$ cat config.mk
export PLATFORM = sky130hd
export DESIGN_NAME = cca_counter_array
export DESIGN_NICKNAME = d
export VERILOG_FILES = /design/src/cca_pkg.sv /design/src/cca_count_if.sv /design/src/cca_timebase.sv /design/src/cca_module.sv /design/src/cca_counter_array.sv
export SDC_FILE = /design/constraint.sdc
export NUM_CORES = 1
export LEC_CHECK = 0
export ABC_AREA = 0
export BUFFER_PORTS_ARGS = -buffer_cell sky130_fd_sc_hd__buf_2
export CAP_MARGIN = 20
export CORE_UTILIZATION = 63
export CTS_BUF_LIST = sky130_fd_sc_hd__clkbuf_8
export DETAILED_ROUTE_END_ITERATION = 10
export PLACE_DENSITY = 0.83
export SKIP_CTS_REPAIR_TIMING = 1
export SLEW_MARGIN = 0
export SYNTH_ARGS = -nofsm -noshare
export SYNTH_HDL_FRONTEND = slang
export SYNTH_HIERARCHICAL = 1
export SYNTH_SLANG_ARGS = --single-unit
$ cat constraint.sdc
create_clock -name clock -period 2.1 [get_ports clock]
set_input_delay 0.315 -clock clock [delete_from_list [all_inputs] [get_ports clock]]
set_output_delay 0.315 -clock clock [all_outputs]
set_load 0.05 [all_outputs]
$ cat src/cca_pkg.sv
package cca_pkg;
   localparam int NUM_MODULES = 5;
   localparam int CNT_W = 16;
   // Register byte addresses on the bus.
   localparam logic [7:0] ADDR_CONTROL = 8'h00;
   localparam logic [7:0] ADDR_AMODE = 8'h04;
   localparam logic [7:0] ADDR_COUNT = 8'h08;
   localparam logic [7:0] ADDR_MASK = 8'h0c;
   localparam logic [7:0] ADDR_GLOBAL = 8'h10;
   localparam logic [7:0] ADDR_ROUTE = 8'h14;
   localparam logic [7:0] MODE_BASE = 8'h20;
   localparam logic [7:0] MODE_STEP = 8'h04;
   localparam logic [7:0] VALUE_BASE = 8'h40;
   localparam logic [7:0] VALUE_STEP = 8'h08;
   localparam logic [7:0] VALUE_HIGH_OFS = 8'h04;
   // Array control register fields.
   localparam int CTL_WRAP = 7;
   localparam int CTL_RUN = 6;
   localparam logic [7:0] FLAG_BITS = 8'h9f;
   // Array mode register fields.
   localparam int MD_IDLE = 7;
   localparam int MD_TB_HI = 2;
   localparam int MD_TB_LO = 1;
   localparam int MD_WRAP_IE = 0;
   localparam logic [7:0] AMODE_BITS = 8'h87;
   // Interrupt controller enables.
   localparam int GL_GLOBAL = 1;
   localparam int GL_ARRAY = 0;
   // Module mode register fields.
   localparam int MM_COMPARE = 6;
   localparam int MM_RISE = 5;
   localparam int MM_FALL = 4;
   localparam int MM_MATCH = 3;
   localparam int MM_TOGGLE = 2;
   localparam int MM_PWM = 1;
   localparam int MM_IRQ = 0;
   localparam logic [7:0] MODE_BITS = 8'h7f;
   // Reset values and timing.
   localparam logic [7:0] RESET_BYTE = 8'h00;
   localparam logic [15:0] COUNT_RESET = 16'h0000;
   localparam logic [15:0] COUNT_TOP = 16'hffff;
   localparam int DIV_LONG = 12;
   localparam int DIV_SHORT = 4;

   typedef enum logic [1:0] {TB_DIV12, TB_DIV4, TB_TIMER0, TB_EXT} cca_tb_t;
   typedef enum logic [2:0] {MK_NONE, MK_CAPTURE, MK_TIMER, MK_HSO, MK_PWM}
      cca_mode_t;
endpackage

$ cat src/cca_count_if.sv
interface cca_count_if;
   import cca_pkg::*;
   logic tick;
   logic moved;
   logic [CNT_W-1:0] count;
   modport source (output tick);
   modport core (input tick, output count, output moved);
   modport sink (input count, input moved);
endinterface

$ cat src/cca_timebase.sv
module cca_timebase
   import cca_pkg::*;
(
   // Clock, reset and freeze.
   input wire logic clock,
   input wire logic reset_n,
   input wire logic clock_en,
   // Selection and sources.
   input wire logic active,
   input cca_tb_t select,
   input wire logic timer0_overflow,
   input wire logic external_count_input,
   // Tick to the counter.
   cca_count_if.source cnt
);
   logic [3:0] pre_reg;
   logic [3:0] pre_next;
   logic [2:0] ext_sync_reg;
   logic tick_reg;
   logic tick_next;

   wire pre_last = pre_reg == 4'(DIV_LONG - 1);
   wire quarter = pre_reg[1:0] == 2'(DIV_SHORT - 1);
   // A falling edge is seen once, from the second and third stages.
   wire ext_fall = ext_sync_reg[2] & ~ext_sync_reg[1];

   assign pre_next = pre_last ? 4'h0 : pre_reg + 4'h1;
   assign cnt.tick = tick_reg;

   always_comb
   begin
      unique case (select)
         TB_DIV12: tick_next = pre_last;
         TB_DIV4: tick_next = quarter;
         TB_TIMER0: tick_next = timer0_overflow;
         TB_EXT: tick_next = ext_fall;
      endcase
   end

   always_ff @(posedge clock or negedge reset_n)
   begin
      if (!reset_n)
      begin
         pre_reg <= 4'h0;
         ext_sync_reg <= 3'h0;
         tick_reg <= 1'b0;
      end
      else if (clock_en)
      begin
         ext_sync_reg <= {ext_sync_reg[1:0], external_count_input};
         tick_reg <= tick_next & active;
         if (active)
         begin
            pre_reg <= pre_next;
         end
      end
   end
endmodule

$ cat src/cca_module.sv
module cca_module
   import cca_pkg::*;
(
   // Clock, reset and freeze.
   input wire logic clock,
   input wire logic reset_n,
   input wire logic clock_en,
   // Control from the register file.
   input wire logic active,
   input wire logic routed,
   input wire logic [7:0] mode,
   input wire logic wr_low,
   input wire logic wr_high,
   input wire logic [7:0] wr_data,
   // Pin side.
   input wire logic module_line,
   // Shared counter.
   cca_count_if.sink cnt,
   // Results.
   output logic [CNT_W-1:0] value,
   output cca_mode_t kind,
   output logic event_pulse
);
   logic [2:0] line_sync_reg;
   logic [CNT_W-1:0] value_reg;
   logic [CNT_W-1:0] value_next;
   logic event_reg;

   wire rise = line_sync_reg[1] & ~line_sync_reg[2];
   wire fall = ~line_sync_reg[1] & line_sync_reg[2];
   wire edge_en = mode[MM_RISE] | mode[MM_FALL];
   wire no_out = ~mode[MM_TOGGLE] & ~mode[MM_PWM];
   wire capture_mode = edge_en & ~mode[MM_MATCH] & no_out;
   wire timer_mode = mode[MM_COMPARE] & mode[MM_MATCH] & ~edge_en
      & no_out;
   wire hso_mode = mode[MM_COMPARE] & mode[MM_MATCH] & mode[MM_TOGGLE]
      & ~mode[MM_PWM] & ~edge_en;
   wire pwm_mode = mode[MM_COMPARE] & mode[MM_PWM] & ~mode[MM_TOGGLE]
      & ~edge_en;
   wire hit_edge = (mode[MM_RISE] & rise) | (mode[MM_FALL] & fall);
   wire capture = active & routed & capture_mode & hit_edge;
   wire match = active & timer_mode & cnt.moved
      & (cnt.count == value_reg);

   // A capture wins over a byte write in the same cycle.
   assign value_next = capture ? cnt.count :
      {wr_high ? wr_data : value_reg[15:8],
       wr_low ? wr_data : value_reg[7:0]};
   assign kind = capture_mode ? MK_CAPTURE : timer_mode ? MK_TIMER :
      hso_mode ? MK_HSO : pwm_mode ? MK_PWM : MK_NONE;
   assign value = value_reg;
   assign event_pulse = event_reg;

   always_ff @(posedge clock or negedge reset_n)
   begin
      if (!reset_n)
      begin
         line_sync_reg <= 3'h0;
         value_reg <= COUNT_RESET;
         event_reg <= 1'b0;
      end
      else if (clock_en)
      begin
         line_sync_reg <= {line_sync_reg[1:0], module_line};
         value_reg <= value_next;
         event_reg <= capture | match;
      end
   end
endmodule

$ cat src/cca_counter_array.sv
//////////////////////////////////////////////////////////////////////
// Functional notes
// - One shared 16-bit counter feeds five modules, each with 16-bit value.
// - Each module line only acts when its crossbar routing is enabled.
// - Counter advances from one of four selectable timebase sources.
// - Each module picks its own mode: capture, timer, fast output, PWM.
// - Capture needs match, toggle, PWM clear; edge enables pick the edge.
// - Software timer needs compare and match set, edge, toggle and PWM clear.
// - Fast output and PWM are decoded from their enable combinations.
// - A module raises an interrupt only with its own enable set.
// - Interrupts pass only with global and array enables both set.
// - A selected edge copies the whole counter into the module value.
// - Every capture sets the module event flag and may interrupt.
// - Event flags stay set until software writes a one to clear.
// - In timer mode a counter step onto the value sets the flag.
// - Select 00 is /12, 01 is /4, 10 timer 0, 11 falling edges.
// - The counter counts only while run is set, else it holds.
// - Wrap from ffff to 0000 sets the wrap flag, may interrupt.
// - With idle suspend set, the array halts while the core idles.
//////////////////////////////////////////////////////////////////////
module cca_counter_array
   import cca_pkg::*;
(
   // Clock, reset and freeze.
   input wire logic clock,
   input wire logic reset_n,
   input wire logic clock_en,
   // Wishbone slave.
   input wire logic wb_cyc_i,
   input wire logic wb_stb_i,
   input wire logic wb_we_i,
   input wire logic [7:0] wb_adr_i,
   input wire logic [3:0] wb_sel_i,
   input wire logic [31:0] wb_dat_i,
   output logic [31:0] wb_dat_o,
   output logic wb_ack_o,
   // Core state and timebase sources.
   input wire logic cpu_idle,
   input wire logic timer0_overflow,
   input wire logic external_count_input,
   // Module lines from the pin crossbar.
   input wire logic [NUM_MODULES-1:0] module_line,
   // Interrupt request.
   output logic irq
);
   cca_count_if cnt ();

   logic ack_reg;
   logic [31:0] dat_reg;
   logic [7:0] flag_reg;
   logic [7:0] flag_next;
   logic run_reg;
   logic [7:0] amode_reg;
   logic [7:0] mask_reg;
   logic [1:0] glob_reg;
   logic [NUM_MODULES-1:0] route_reg;
   logic [7:0] mode_reg [NUM_MODULES];
   logic [CNT_W-1:0] count_reg;
   logic [CNT_W-1:0] count_next;
   logic moved_reg;
   logic irq_reg;
   logic irq_next;
   logic [31:0] rd_data;
   logic [31:0] rd_mod [NUM_MODULES];
   logic [CNT_W-1:0] value [NUM_MODULES];
   cca_mode_t kind [NUM_MODULES];
   logic [NUM_MODULES-1:0] mod_event;
   logic [NUM_MODULES-1:0] mod_irq_en;

   ////////////////////////////////////////////////////////////////////
   // Bus decode. A write lands on the edge at which the master sees
   // ack, so it is taken exactly once per transfer.

   wire req = wb_cyc_i & wb_stb_i;
   wire wr = req & wb_we_i & ack_reg;
   wire wr_b0 = wr & wb_sel_i[0];
   wire wr_b1 = wr & wb_sel_i[1];
   wire hit_ctl = wb_adr_i == ADDR_CONTROL;
   wire hit_amode = wb_adr_i == ADDR_AMODE;
   wire hit_count = wb_adr_i == ADDR_COUNT;
   wire hit_mask = wb_adr_i == ADDR_MASK;
   wire hit_glob = wb_adr_i == ADDR_GLOBAL;
   wire hit_route = wb_adr_i == ADDR_ROUTE;
   wire [7:0] ctl_view = {flag_reg[CTL_WRAP], run_reg, flag_reg[5:0]};
   wire [31:0] rd_fixed =
      hit_ctl ? {24'h0, ctl_view} :
      hit_amode ? {24'h0, amode_reg} :
      hit_count ? {16'h0, count_reg} :
      hit_mask ? {24'h0, mask_reg} :
      hit_glob ? {30'h0, glob_reg} :
      hit_route ? {27'h0, route_reg} : 32'h0;

   always_comb
   begin
      rd_data = rd_fixed;
      for (int i = 0; i < NUM_MODULES; i++)
      begin
         rd_data = rd_data | rd_mod[i];
      end
   end

   assign wb_ack_o = ack_reg;
   assign wb_dat_o = dat_reg;

   always_ff @(posedge clock or negedge reset_n)
   begin
      if (!reset_n)
      begin
         ack_reg <= 1'b0;
         dat_reg <= 32'h0;
      end
      else if (clock_en)
      begin
         ack_reg <= req & ~ack_reg;
         dat_reg <= rd_data;
      end
   end

   ////////////////////////////////////////////////////////////////////
   // Counter and timebase.

   // Idle suspend freezes the counter, the prescaler and all modules.
   wire halt = amode_reg[MD_IDLE] & cpu_idle;
   wire active = ~halt;
   wire step = cnt.tick & run_reg & active;
   wire wrap = step & (count_reg == COUNT_TOP);
   wire [1:0] tb_bits = {amode_reg[MD_TB_HI], amode_reg[MD_TB_LO]};

   assign count_next = step ? count_reg + 16'h0001 : count_reg;
   assign cnt.count = count_reg;
   assign cnt.moved = moved_reg;

   cca_timebase u_timebase
   (
      .clock (clock),
      .reset_n (reset_n),
      .clock_en (clock_en),
      .active (active),
      .select (cca_tb_t'(tb_bits)),
      .timer0_overflow (timer0_overflow),
      .external_count_input (external_count_input),
      .cnt (cnt)
   );

   always_ff @(posedge clock or negedge reset_n)
   begin
      if (!reset_n)
      begin
         count_reg <= COUNT_RESET;
         moved_reg <= 1'b0;
      end
      else if (clock_en)
      begin
         count_reg <= count_next;
         moved_reg <= step;
      end
   end

   ////////////////////////////////////////////////////////////////////
   // Capture/compare modules, one per line.

   genvar n;
   generate
      for (n = 0; n < NUM_MODULES; n++)
      begin : g_mod
         wire [7:0] lo_addr = VALUE_BASE + 8'(n) * VALUE_STEP;
         wire hit_mode = wb_adr_i == MODE_BASE + 8'(n) * MODE_STEP;
         wire hit_lo = wb_adr_i == lo_addr;
         wire hit_hi = wb_adr_i == lo_addr + VALUE_HIGH_OFS;

         assign mod_irq_en[n] = mode_reg[n][MM_IRQ];
         assign rd_mod[n] =
            hit_mode ? {21'h0, kind[n], mode_reg[n]} :
            hit_lo ? {24'h0, value[n][7:0]} :
            hit_hi ? {24'h0, value[n][15:8]} : 32'h0;

         always_ff @(posedge clock or negedge reset_n)
         begin
            if (!reset_n)
            begin
               mode_reg[n] <= RESET_BYTE;
            end
            else if (clock_en && wr_b0 && hit_mode)
            begin
               mode_reg[n] <= wb_dat_i[7:0] & MODE_BITS;
            end
         end

         cca_module u_mod
         (
            .clock (clock),
            .reset_n (reset_n),
            .clock_en (clock_en),
            .active (active),
            .routed (route_reg[n]),
            .mode (mode_reg[n]),
            .wr_low (wr_b0 & hit_lo),
            .wr_high (wr_b0 & hit_hi),
            .wr_data (wb_dat_i[7:0]),
            .module_line (module_line[n]),
            .cnt (cnt),
            .value (value[n]),
            .kind (kind[n]),
            .event_pulse (mod_event[n])
         );
      end
   endgenerate

   ////////////////////////////////////////////////////////////////////
   // Control registers, sticky flags and interrupt.

   wire [7:0] events = {wrap, 2'b00, mod_event};
   wire [7:0] clr = (wr_b0 && hit_ctl) ? wb_dat_i[7:0] & FLAG_BITS
      : RESET_BYTE;
   wire [7:0] irq_en = {amode_reg[MD_WRAP_IE], 2'b00, mod_irq_en};
   wire glob_ok = glob_reg[GL_GLOBAL] & glob_reg[GL_ARRAY];
   wire pending = |(flag_reg & mask_reg & irq_en);

   // An event in the clearing cycle survives the clear.
   assign flag_next = (flag_reg & ~clr) | events;
   assign irq_next = glob_ok & pending;
   assign irq = irq_reg;

   always_ff @(posedge clock or negedge reset_n)
   begin
      if (!reset_n)
      begin
         flag_reg <= RESET_BYTE;
         irq_reg <= 1'b0;
      end
      else if (clock_en)
      begin
         flag_reg <= flag_next;
         irq_reg <= irq_next;
      end
   end

   always_ff @(posedge clock or negedge reset_n)
   begin
      if (!reset_n)
      begin
         run_reg <= 1'b0;
         amode_reg <= RESET_BYTE;
         mask_reg <= RESET_BYTE;
         glob_reg <= 2'b00;
         route_reg <= '0;
      end
      else if (clock_en && wr_b0)
      begin
         if (hit_ctl)
         begin
            run_reg <= wb_dat_i[CTL_RUN];
         end
         if (hit_amode)
         begin
            amode_reg <= wb_dat_i[7:0] & AMODE_BITS;
         end
         if (hit_mask)
         begin
            mask_reg <= wb_dat_i[7:0] & FLAG_BITS;
         end
         if (hit_glob)
         begin
            glob_reg <= wb_dat_i[1:0];
         end
         if (hit_route)
         begin
            route_reg <= wb_dat_i[NUM_MODULES-1:0];
         end
      end
   end
endmodule

== Yosys cells after proc, flatten, opt, wreduce, memory -nomap -nowiden ==
Cells that the tools add are included.

* Reduce and logical (&&, ||, !) cells: 37
* Equal/unequal tests: 31
* Add/sub/neg operators: 2
* Bitwise logic cells: 191
* Mux-type cells: 59

{| class="wikitable"
|+ Operators with widths
! operator !! number
|-
| $mux 8 || 22
|-
| $and 1x1->1 || 133
|-
| $mux 16 || 8
|-
| $or 32x32->32 || 4
|-
| $eq 16x16->1 || 5
|-
| $eq 8x7->1 const B || 10
|-
| $mux 3 || 20
|-
| $mux 11 || 5
|-
| $eq 8x6->1 const B || 5
|-
| $reduce_and 2->1 || 17
|-
| $not 1->1 || 33
|-
| $or 16x32->32 || 1
|-
| $and 8x8->8 || 3
|-
| $reduce_bool 2->1 || 10
|-
| $add 16x1->16 const B || 1
|-
| $eq 16x16->1 const B || 1
|-
| $eq 8x4->1 const B || 2
|-
| $eq 8x5->1 const B || 2
|-
| $or 1x1->1 || 15
|-
| $mux 5 || 2
|-
| $eq 8x3->1 const B || 1
|-
| $logic_not 8->1 || 1
|-
| $not 8->8 || 1
|-
| $or 8x8->8 || 1
|-
| other kinds (9) || 17
|}

* Input port bits: 58
* Register bits after elaboration: 220
* Word-level logic and storage cells: 359

== Logic depth before layout (Yosys ltp) ==
Gate-level depths: netlist (run 1).

* Depth after elaboration: 13
* Gate-level depth with buffers: 9

== By module ==
The synthesis (run 1) kept the hierarchy.

{| class="wikitable"
|+ By module, submodules not included
! module !! area each (um^2) !! seq. area each (um^2) !! cells an instance !! times used
|-
| cca_module || 1,293.7 || 500.5 || 117 || 5
|-
| cca_counter_array || 5,665.4 || 2,352.3 || 540 || 1
|-
| cca_timebase || 400.4 || 200.2 || 34 || 1
|}

== Worst setup path after synthesis (run 1) ==
Ideal clock, no wire load.

* Path kind: input-to-reg
* From: input wb_adr_i[1]
* To: register g_mod[4].u_mod.value_reg[0]
* Slack: -0.398 ns
* Library setup time: 0.079 ns
* Arrival: 2.418 ns
* Stages on the path: 8
* Cell sequence: buf_4 -> or4_1 -> buf_2 -> buf_2 -> nor3_1 -> inv_1 -> a21boi_2 -> a2bb2oi_1

* Cells in the longest elaborated chain, start to end: 4

{| class="wikitable"
|+ RTL lines
! what !! line !! text
|-
| start: declaration || cca_counter_array.sv:32 || <nowiki>input wire logic [7:0] wb_adr_i,</nowiki>
|-
| $eq 8x7->1 || cca_counter_array.sv:168 || <nowiki>wire hit_lo = wb_adr_i == lo_addr;</nowiki>
|-
| $and 1x1->1 || cca_counter_array.sv:197 || <nowiki>.wr_low (wr_b0 & hit_lo),</nowiki>
|-
| $reduce_bool 2->1 (no line) || - ||
|-
| $reduce_and 2->1 (no line) || - ||
|-
| end signal: assignment || cca_module.sv:65 || <nowiki>value_reg <= value_next;</nowiki>
|-
| end: declaration || cca_module.sv:25 || <nowiki>logic [CNT_W-1:0] value_reg;</nowiki>
|}

No other way between the ends.
A chain may end at the register's enable or synchronous reset.

==> results of run 1 <==
power by group through the flow:
stage	Sequential, µW	Clock [µW]	Combinational (µW)
finish	4120	3840	929
global route	4130	4020	982
CTS	4120	3870	910
detailed placement	4180	0	907
global placement	4170	0	886
floorplan	4210	0	495
final timing paths:
path,startpoint,to,slack (ns)
hold / removal,external_count_input,u_timebase/ext_sync_reg[0]$_DFFE_PN0P_,-0.003
hold reg to reg,wb_dat_o[13]$_DFFE_PN0P_,wb_dat_o[13]$_DFFE_PN0P_,0.48
min in group asynchronous,reset_n,g_mod[0].u_mod/value[14]$_DFFE_PN0P_,0.35
setup / recovery,mode_reg[37]$_DFFE_PN0P_,wb_dat_o[9]$_DFFE_PN0P_,0.09
max in group asynchronous,reset_n,wb_ack_o$_DFFE_PN0P_,1.09
setup reg to reg,mode_reg[37]$_DFFE_PN0P_,wb_dat_o[9]$_DFFE_PN0P_,0.09
cells in the final DEF, fill, tap and decap left out, drive strengths merged, types with 5 or more instances in the layout:
cell / netlist / layout
a21boi: 10 / 10
a21o: 7 / 7
a21oi: 16 / 16
a221oi: 8 / 8
a22o: 12 / 12
a22oi: 19 / 19
a2bb2oi: 82 / 82
a31oi: 11 / 11
and2b: 5 / 5
and3: 14 / 14
and3b: 11 / 11
buf: 54 / 203
clkbuf: 24 / 45
clkinv: 0 / 5
conb: 1 / 16
dfrtp: 202 / 202
inv: 17 / 27
mux2: 87 / 87
mux2i: 95 / 95
nand2: 36 / 36
nand2b: 86 / 86
nand3: 32 / 32
nand4: 19 / 19
nor2: 47 / 47
nor2b: 8 / 8
nor3: 17 / 17
nor3b: 14 / 14
nor4: 22 / 22
o2111ai: 7 / 7
o21ai: 22 / 22
o2bb2ai: 5 / 5
o32a: 5 / 5
or3: 6 / 6
or3b: 7 / 7
xnor2: 16 / 16
xor2: 79 / 79
layout make-up:
type / instances / share of cell area, %
Clock buffer: 44 / 4.09
Multi-Input combinational cell: 877 / 47.5
Antenna cell: 2 / 0.0338
Inverter: 17 / 0.431
Sequential cell: 202 / 34.2
Clock inverter: 19 / 0.930
Tap cell: 265 / 2.24
Timing Repair Buffer: 205 / 10.6
routing by layer:
| layer | global-route usage [%] | up-vias | share of wire, % |
|---|---|---|---|
| li1 | - | 4667 | - |
| met1 | 56.4 | 5351 | 38 |
| met2 | 64.8 | 808 | 44 |
| met3 | 10.6 | 220 | 11 |
| met4 | 28.2 | 0 | 6.6 |
| met5 | 0 | - | 0 |
worst register-to-register path: stages (launching register included):
cell      delay, ns
dfrtp_1        0.38
or3b_1         0.42
nor3b_1        0.32
a22oi_1        0.20
o21ai_0        0.22
a222oi_1       0.12
buf_4          0.18
a21oi_1        0.13
metrics by stage:
step	setup slack [ns]	power, µW	setup TNS [ns]	utilization, %	area [µm²]
CTS	0.0345	8900	0	75.8	14700
detailed placement	-0.0916	5090	-0.835	72.0	14000
floorplan	-0.0871	4700	-4.29	-	12600
finish	0.0866	8890	0	76.0	14800
global placement	-0.0764	5060	-0.167	72.0	14000
global route	0.00386	9130	0	76.0	14800
cells by family after synthesis:
logic type / count (synthesis) / synth area share [%]
xor gates and xnor gates: 95 / 6.64
AOI/OAI and AO/OA: 236 / 15.5
muxes: 184 / 15.8
and+or+nand+nor: 344 / 16.8
DFF: 202 / 40.3
other: 1 / 0.0299
adders and majority gates: 2 / 0.200
buffers and inverters: 95 / 4.76
==> results.cfg, run 1 <==
[run_status]
status = complete, but fails checks
violations = negative hold slack

[cts]
cts_made_buffers = 36
cts_tree = done
cts_sinks = 202
clk_path_buf_depth = 3
root_buffer = clkbuf_8
clk_pin_slew_ns = 0.06
worstSkewPairLatency_ns = 0.56
h-tree-depth = 2

[setup_path]
reg2reg_depth = 7
cp_cell_sequence = or3b_1 -> nor3b_1 -> a22oi_1 -> o21ai_0 -> a222oi_1 -> buf_4 -> a21oi_1
critical-path-max-stage-delay_ns = 0.42
path_buf_inv = 1
path_class = reg2reg
worstPathMaxFanout = 2
cp_slowest_cell = or3b_1
required_ns = 2.58
critPathLaunchType = flop
cp_top_family = simple AND/OR/NAND/NOR gates
critical_path_depth = 7
arrival_ns = 2.50
endpoint_kind = flop

[sta]
slew_headroom_pct = 55.3
whs_ns = -0.00254
skew_ns = 0.0320
report.final.slew_viol_count = 0
min_period_ns = 2.01
period_share_pct = 95.9
tightest_slew_ns = 0.665
setup_violations = 0
grt_setup_unrepaired = false
clock.fmax_mhz = 497
hold_violations = 1

[min_path]
hold_class = in2reg
min_delay_path_depth = 2

[cells_and_area]
final_cells = 1631
final-seq-area_um2 = 5060
largest_reg_flops = 80
final.fill_count = 1312
nNetsFinal = 1399
synthToLayoutAreaGrowth_pct = 18.1
drive_gt1_share_pct = 30.2
multi_input_area_um2 = 7030

[grt]
grt_pass1_vias = 10866
antenna_found_initial = 1
grt_usage_pct = 43.5
grt_start_max_net_pins = 74
grt-ovfl-total = 0
grt_pass1_wl_mm = 65.0

[yosys]
synth_area_leaders = dfrtp_1 (40%), mux2_2 (7.7%), mux2i_1 (7.6%), a2bb2oi_1 (5.7%), xor2_1 (5.5%)
synth_edf_count = 0
yosysSeqAreaShare_pct = 40.3
synth.largest_area_cell = dfrtp_1
synthMostInstantiatedCell = dfrtp_1
yosysTopAreaCellShare_pct = 40.3
synth_warnings = 6
synth_commonest_cells = dfrtp_1 (202), mux2i_1 (95), mux2_2 (86), nand2b_1 (86), a2bb2oi_1 (82)
synth_area_um2 = 12500
ys.flop_type = dfrtp_1
synth_area_per_cell_um2 = 10.8
synth_seq_cells = 202
synthCells = 1159
synth.distinct_cells = 82
async_reset_ff_share_pct = 100

[drt]
ant_nets = 0
wl_per_cell_um = 26.5
dr.pass1.iters = 8
routed_wl_mm = 43.2
drt_iter0_drc = 1433
viasPerCell = 6.77
drcViolationCount = 0
via_count = 11046

[floorplan]
die-width_um = 143
io-pin-count = 92
initial_core_util_pct = 64.4
fp.dieArea_um2 = 20500
row_count = 51
die_h_um = 143
core_um2 = 19500

[pwr]
p_int_uw = 6500
leakage_uw = 0.00756
combPwrFrac_pct = 10.5
ir_drop_v = 0.000660
swShare_pct = 26.9
power_switching_uw = 2390
powerDensity_nw_per_um2 = 601
pwr-share-seq_pct = 46.4
clkPwrFrac_pct = 43.2

[place]
dp_hpwl_mm = 30.4
io_buffers = 48
gp_congestion = 1.03
dp_cells = 1565

[job]
cap_violations = 0
(Power assumes the default switching activity.)
==> inputs of run 2 (changes only) <==
==> constraint.sdc (replaced) <==
create_clock -name clock -period 2.1 [get_ports clock]
set_input_delay 0.42 -clock clock [delete_from_list [all_inputs] [get_ports clock]]
set_output_delay 0.42 -clock clock [all_outputs]
set_load 0.05 [all_outputs]
==> run 2 against run 1 <==
The run now ends clean. Largest power group is now the clock network. First-iteration DRC count down 8.2%. Fmax up 4.0%. Non-clock buffer count up 25. Clock-buffer cell count up 2.
==> results.cfg, run 2 (synthesis results as in run 1) <==
[run_status]
status = complete, no violations

[cts]
cts_sinks = 202
clk_path_buf_depth = 3
clk_pin_slew_ns = 0.07
h-tree-depth = 2
root_buffer = clkbuf_8
cts_made_buffers = 37
worstSkewPairLatency_ns = 0.53
cts_tree = done

[setup_path]
cp_slowest_cell = a2111oi_0
endpoint_kind = flop
crit_start = wb_adr_i[5]
reg2reg_depth = 8
critPathLaunchType = input port
path_class = in2reg
r2r-start = wb_ack_o$_DFFE_PN0P_
required_ns = 2.57
rrSetupSlack_ns = 0.17
cp-endpoint = wb_dat_o[3]$_DFFE_PN0P_
worstPathMaxFanout = 15
r2r-end = g_mod[0].u_mod/value[7]$_DFFE_PN0P_
cp_cell_sequence = buf_2 -> buf_4 -> nor4b_2 -> buf_4 -> a22oi_1 -> a2111oi_0 -> o32a_1
crit_top_cell = buf_4
arrival_ns = 2.41
critical-path-max-stage-delay_ns = 0.50

[pwr]
leakage_uw = 0.00777
p_total_uw = 9590
powerDensity_nw_per_um2 = 630
ir_drop_v = 0.000584

[grt]
grt-ovfl-total = 0
grt_usage_pct = 43.7
grt_pass1_vias = 11013
antenna_found_initial = 2
grt_start_max_net_pins = 57
grt_pass1_wl_mm = 65.6

[cells_and_area]
largest_reg_flops = 80
multi_input_area_um2 = 7090
final_util_pct = 78.2
final_common_cell = dfrtp_1
final-seq-area_um2 = 5060
synthToLayoutAreaGrowth_pct = 21.4
drive_gt1_share_pct = 31.9
final_cell_mix = dfrtp_1 (201), buf_4 (168), mux2i_1 (95)
final.fill_count = 1308
nNetsFinal = 1425

[drt]
viasPerCell = 6.73
wl_per_cell_um = 26.2
via_count = 11152
drcViolationCount = 0
routed_wl_mm = 43.4
ant_nets = 0
drt_iter0_drc = 1315
dr.pass1.iters = 7

[place]
io_buffers = 48
gp_congestion = 0.994
dp_hpwl_mm = 30.5

[floorplan]
die_h_um = 143
io-pin-count = 92
row_count = 51
initial_core_util_pct = 64.4
die-width_um = 143
core_um2 = 19500
fp.dieArea_um2 = 20500

[sta]
slew_headroom_pct = 55.7
tightest_slew_ns = 0.664
grt_setup_unrepaired = false
hold_violations = 0
min_period_ns = 1.94
period_share_pct = 92.2
clock.fmax_mhz = 517
setup_violations = 0
skew_ns = 0.0180
whs_ns = 0.125
report.final.slew_viol_count = 0

[min_path]
hold_class = in2reg

[job]
cap_violations = 0
[run 2: cell count changes in the layout (fill, tap and decap cells not counted), moves of 2 or more]
cell	change
buf_4	+22
a21boi_4	+4
clkinvlp_4	+2
nor2_1	-2
nor2_4	+5
inv_1	-4
nor2_2	-3
bufinv_16	+4
clkbuf_8	+2
buf_12	+3
clkinv_2	-3
a21boi_2	-4
[run 2: metrics by stage]
stage	setup TNS, ns	cell area (µm²)	cells	setup WS [ns]
after floorplan	-0.205	12800	1174	-0.0188
after global placement	-12.64	14300	1590	-0.260
after detailed placement	-16.29	14300	1590	-0.314
after CTS	0	15200	1655	0.160
after global routing	0	15200	1657	0.0230
final	0	15200	1657	0.164
[run 2: metal layers]
metal / routed length, µm / up-vias / track usage [%]
met5: 11 / - / 0
met4: 3390 / 2 / 30.0
met3: 4470 / 251 / 8.48
met2: 18500 / 755 / 64.9
met1: 17000 / 5429 / 57.7
li1: - / 4715 / -
[run 2: cell type report]
cell class / instances / share of cell area, %
Antenna cell: 1 / 0.0164
Clock buffer: 46 / 4.16
Clock inverter: 19 / 1.62
Inverter: 17 / 0.419
Multi-Input combinational cell: 877 / 46.6
Sequential cell: 202 / 33.2
Tap cell: 265 / 2.18
Timing Repair Buffer: 230 / 11.8
[run 2: power breakdown]
| group | leakage [µW] | switching (µW) | internal (µW) |
|---|---|---|---|
| Combinational | 0.00459 | 592 | 370 |
| Clock | 0.000461 | 1790 | 2720 |
| Sequential | 0.00272 | 105 | 4010 |
[run 2: critical path: cells and delay by family]
| family | cells | cell delay [ns] |
|---|---|---|
| and+or+nand+nor | 1 | 0.44 |
| buffers and inverters | 3 | 0.67 |
| AOI/OAI and AO/OA | 3 | 0.86 |
[run 2: worst min-delay path by stage]
| stage | slack (ns) | end | cells after the start | start |
|---|---|---|---|---|
| floorplan | 0.12 | amode_reg[0]$_DFFE_PN0P_ | 0 | reset_n |
| global placement | 0.40 | cnt.count[3]$_DFFE_PN0P_ | 1 | reset_n |
| detailed placement | 0.40 | cnt.count[5]$_DFFE_PN0P_ | 1 | reset_n |
| CTS | -0.16 | cnt.count[14]$_DFFE_PN0P_ | 1 | reset_n |
| global route | 0.12 | g_mod[1].u_mod/line_sync_reg[0]$_DFFE_PN0P_ | 2 | module_line[1] |
| finish | 0.13 | g_mod[1].u_mod/line_sync_reg[0]$_DFFE_PN0P_ | 2 | module_line[1] |
==> inputs of run 3 (changes only) <==
--- a/config.mk
+++ b/config.mk
@@ -6,7 +6,7 @@
 export NUM_CORES = 1
 export LEC_CHECK = 0
 export ABC_AREA = 0
-export BUFFER_PORTS_ARGS = -buffer_cell sky130_fd_sc_hd__buf_2
+export BUFFER_PORTS_ARGS = -buffer_cell sky130_fd_sc_hd__buf_4
 export CAP_MARGIN = 20
 export CORE_UTILIZATION = 63
 export CTS_BUF_LIST = sky130_fd_sc_hd__clkbuf_8
==> run 3 against run 2 <==
Clock skew is 0.0089 ns higher. Die area stayed put. Cell count is 0.72% lower. Combinational power is 1% higher. Via count is 0.16% lower. First-iteration DRC count is 11% higher. Cell area hardly changed. Worst hold slack worse by 0.018 ns. Largest power group is now sequential cells.
==> results.cfg, run 3 (synthesis results as in run 1) <==
[sta]
min_period_ns = 1.99
hold_violations = 0
finalWorstSetupSlack_ns = 0.113
report.final.slew_viol_count = 0
tightest_slew_ns = 0.674
skew_ns = 0.0269
grt_setup_unrepaired = false
slew_headroom_pct = 54.6
clock.fmax_mhz = 503
setup_violations = 0
period_share_pct = 94.6

[pwr]
swShare_pct = 26.6
clkPwrFrac_pct = 43.9
pwr-share-seq_pct = 45.3
power_switching_uw = 2420
powerDensity_nw_per_um2 = 597
ir_drop_v = 0.000646
p_total_uw = 9100
p_int_uw = 6680
leakage_uw = 0.00774
combPwrFrac_pct = 10.7

[min_path]
hold_class = in2reg

[job]
cap_violations = 0

[setup_path]
arrival_ns = 2.45
required_ns = 2.56
cp_cell_sequence = nand3_1 -> inv_1 -> and3_1 -> nand2_1 -> nor2_2 -> inv_1 -> a21boi_2 -> buf_4 -> a2bb2oi_1
worstPathMaxFanout = 6
path_class = reg2reg
endpoint_kind = flop
cp_slowest_cell = dfrtp_2
critical-path-max-stage-delay_ns = 0.38
critPathLaunchType = flop
crit_top_cell = inv_1

[floorplan]
core_um2 = 19500
initial_core_util_pct = 64.4
row_count = 51
io-pin-count = 92
fp.dieArea_um2 = 20500
die_h_um = 143
die-width_um = 143

[cells_and_area]
final-seq-area_um2 = 5060
final_util_pct = 78.3
synthToLayoutAreaGrowth_pct = 21.5
final.fill_count = 1277
multi_input_area_um2 = 7110
nNetsFinal = 1416
drive_gt1_share_pct = 31.5
final_cells = 1645
largest_reg_flops = 80
final_cell_mix = dfrtp_1 (201), buf_4 (201), mux2i_1 (95)
insertedDiodeCount = 0

[grt]
grt_start_max_net_pins = 72
grt_usage_pct = 43.9
grt_pass1_vias = 10871
met1_usage_pct = 57.1
gr-usage-met3_pct = 9.49
grt.busiest_layer = met2
grt-ovfl-total = 0
grt_use_met2_pct = 66.9
antenna_found_initial = 3
grt_pass1_wl_mm = 65.5

[cts]
root_buffer = clkbuf_8
clk_pin_slew_ns = 0.06
h-tree-depth = 2
cts_tree = done
clk_path_buf_depth = 3
cts_sinks = 202
cts_made_buffers = 37
worstSkewPairLatency_ns = 0.54

[drt]
drcViolationCount = 0
viasPerCell = 6.77
ant_nets = 0
routed_wl_mm = 43.9
drt_iter0_drc = 1456
dr.pass1.iters = 6
wl_per_cell_um = 26.7
via_count = 11134

[run_status]
status = complete, no violations

[place]
dp_hpwl_mm = 30.1
io_buffers = 48
gp_congestion = 0.987
dp_slack_ns = -0.181
dp_cells = 1581
==> run 3: changes by cell type in the layout (fill, tap and decap cells not counted), moves of 2 or more <==
cell / previous run / this run
clkinvlp_4: 4 / 2
buf_2: 46 / 0
clkbuf_8: 47 / 49
bufinv_16: 6 / 2
buf_12: 14 / 18
buf_4: 168 / 201
==> run 3: worst max-delay path, delay by kind of cell, from the launching register on <==
kind	cells	cell delay [ns]
simple gates	4	0.83
flops	1	0.38
buf+inv	3	0.36
compound gates	2	0.34
==> run 3: per-layer routing <==
| metal | wire length, µm | up-vias |
|---|---|---|
| met5 | 0 | - |
| met4 | 2710 | 0 |
| met2 | 19400 | 781 |
| met3 | 4710 | 189 |
| met1 | 17000 | 5469 |
| li1 | - | 4695 |
==> run 3: area by class of cell <==
| cell class | count | share of cell area [%] |
|---|---|---|
| Timing Repair Buffer | 221 | 12.4 |
| Clock inverter | 15 | 0.788 |
| Tap cell | 265 | 2.18 |
| Clock buffer | 48 | 4.34 |
| Sequential cell | 202 | 33.2 |
| Multi-Input combinational cell | 877 | 46.7 |
| Inverter | 17 | 0.419 |
==> run 3: final timing paths <==
check | start | slack [ns] | endpoint | cells after the start
max | wb_ack_o$_DFFE_PN0P_ | 0.11 | g_mod[2].u_mod/value[13]$_DFFE_PN0P_ | 9
min | module_line[1] | 0.11 | g_mod[1].u_mod/line_sync_reg[0]$_DFFE_PN0P_ | 2
max reg2reg | wb_ack_o$_DFFE_PN0P_ | 0.11 | g_mod[2].u_mod/value[13]$_DFFE_PN0P_ | 9
min reg2reg | wb_ack_o$_DFFE_PN0P_ | 0.48 | wb_ack_o$_DFFE_PN0P_ | 1
max in group asynchronous | reset_n | 0.95 | g_mod[0].u_mod/value[1]$_DFFE_PN0P_ | 3
min in group asynchronous | reset_n | 0.40 | cnt.count[13]$_DFFE_PN0P_ | 2
==> run 3: power groups by stage <==
stage / clock, µW / sequential [µW] / combinational, µW
after floorplan: 0 / 4210 / 507
after detailed placement: 0 / 4190 / 953
after CTS: 4020 / 4120 / 957
after global placement: 0 / 4180 / 931
final: 4000 / 4120 / 976
after global routing: 4200 / 4140 / 1020
==> run 3: stage by stage <==
stage               TNS (ns)  area (µm²)  hold WS (ns)
global placement       -5.94       14400         0.391
floorplan             -0.205       12800         0.124
detailed placement     -9.96       14400         0.392
finish                     0       15200         0.108
CTS                        0       15200        -0.166
global route               0       15200         0.111
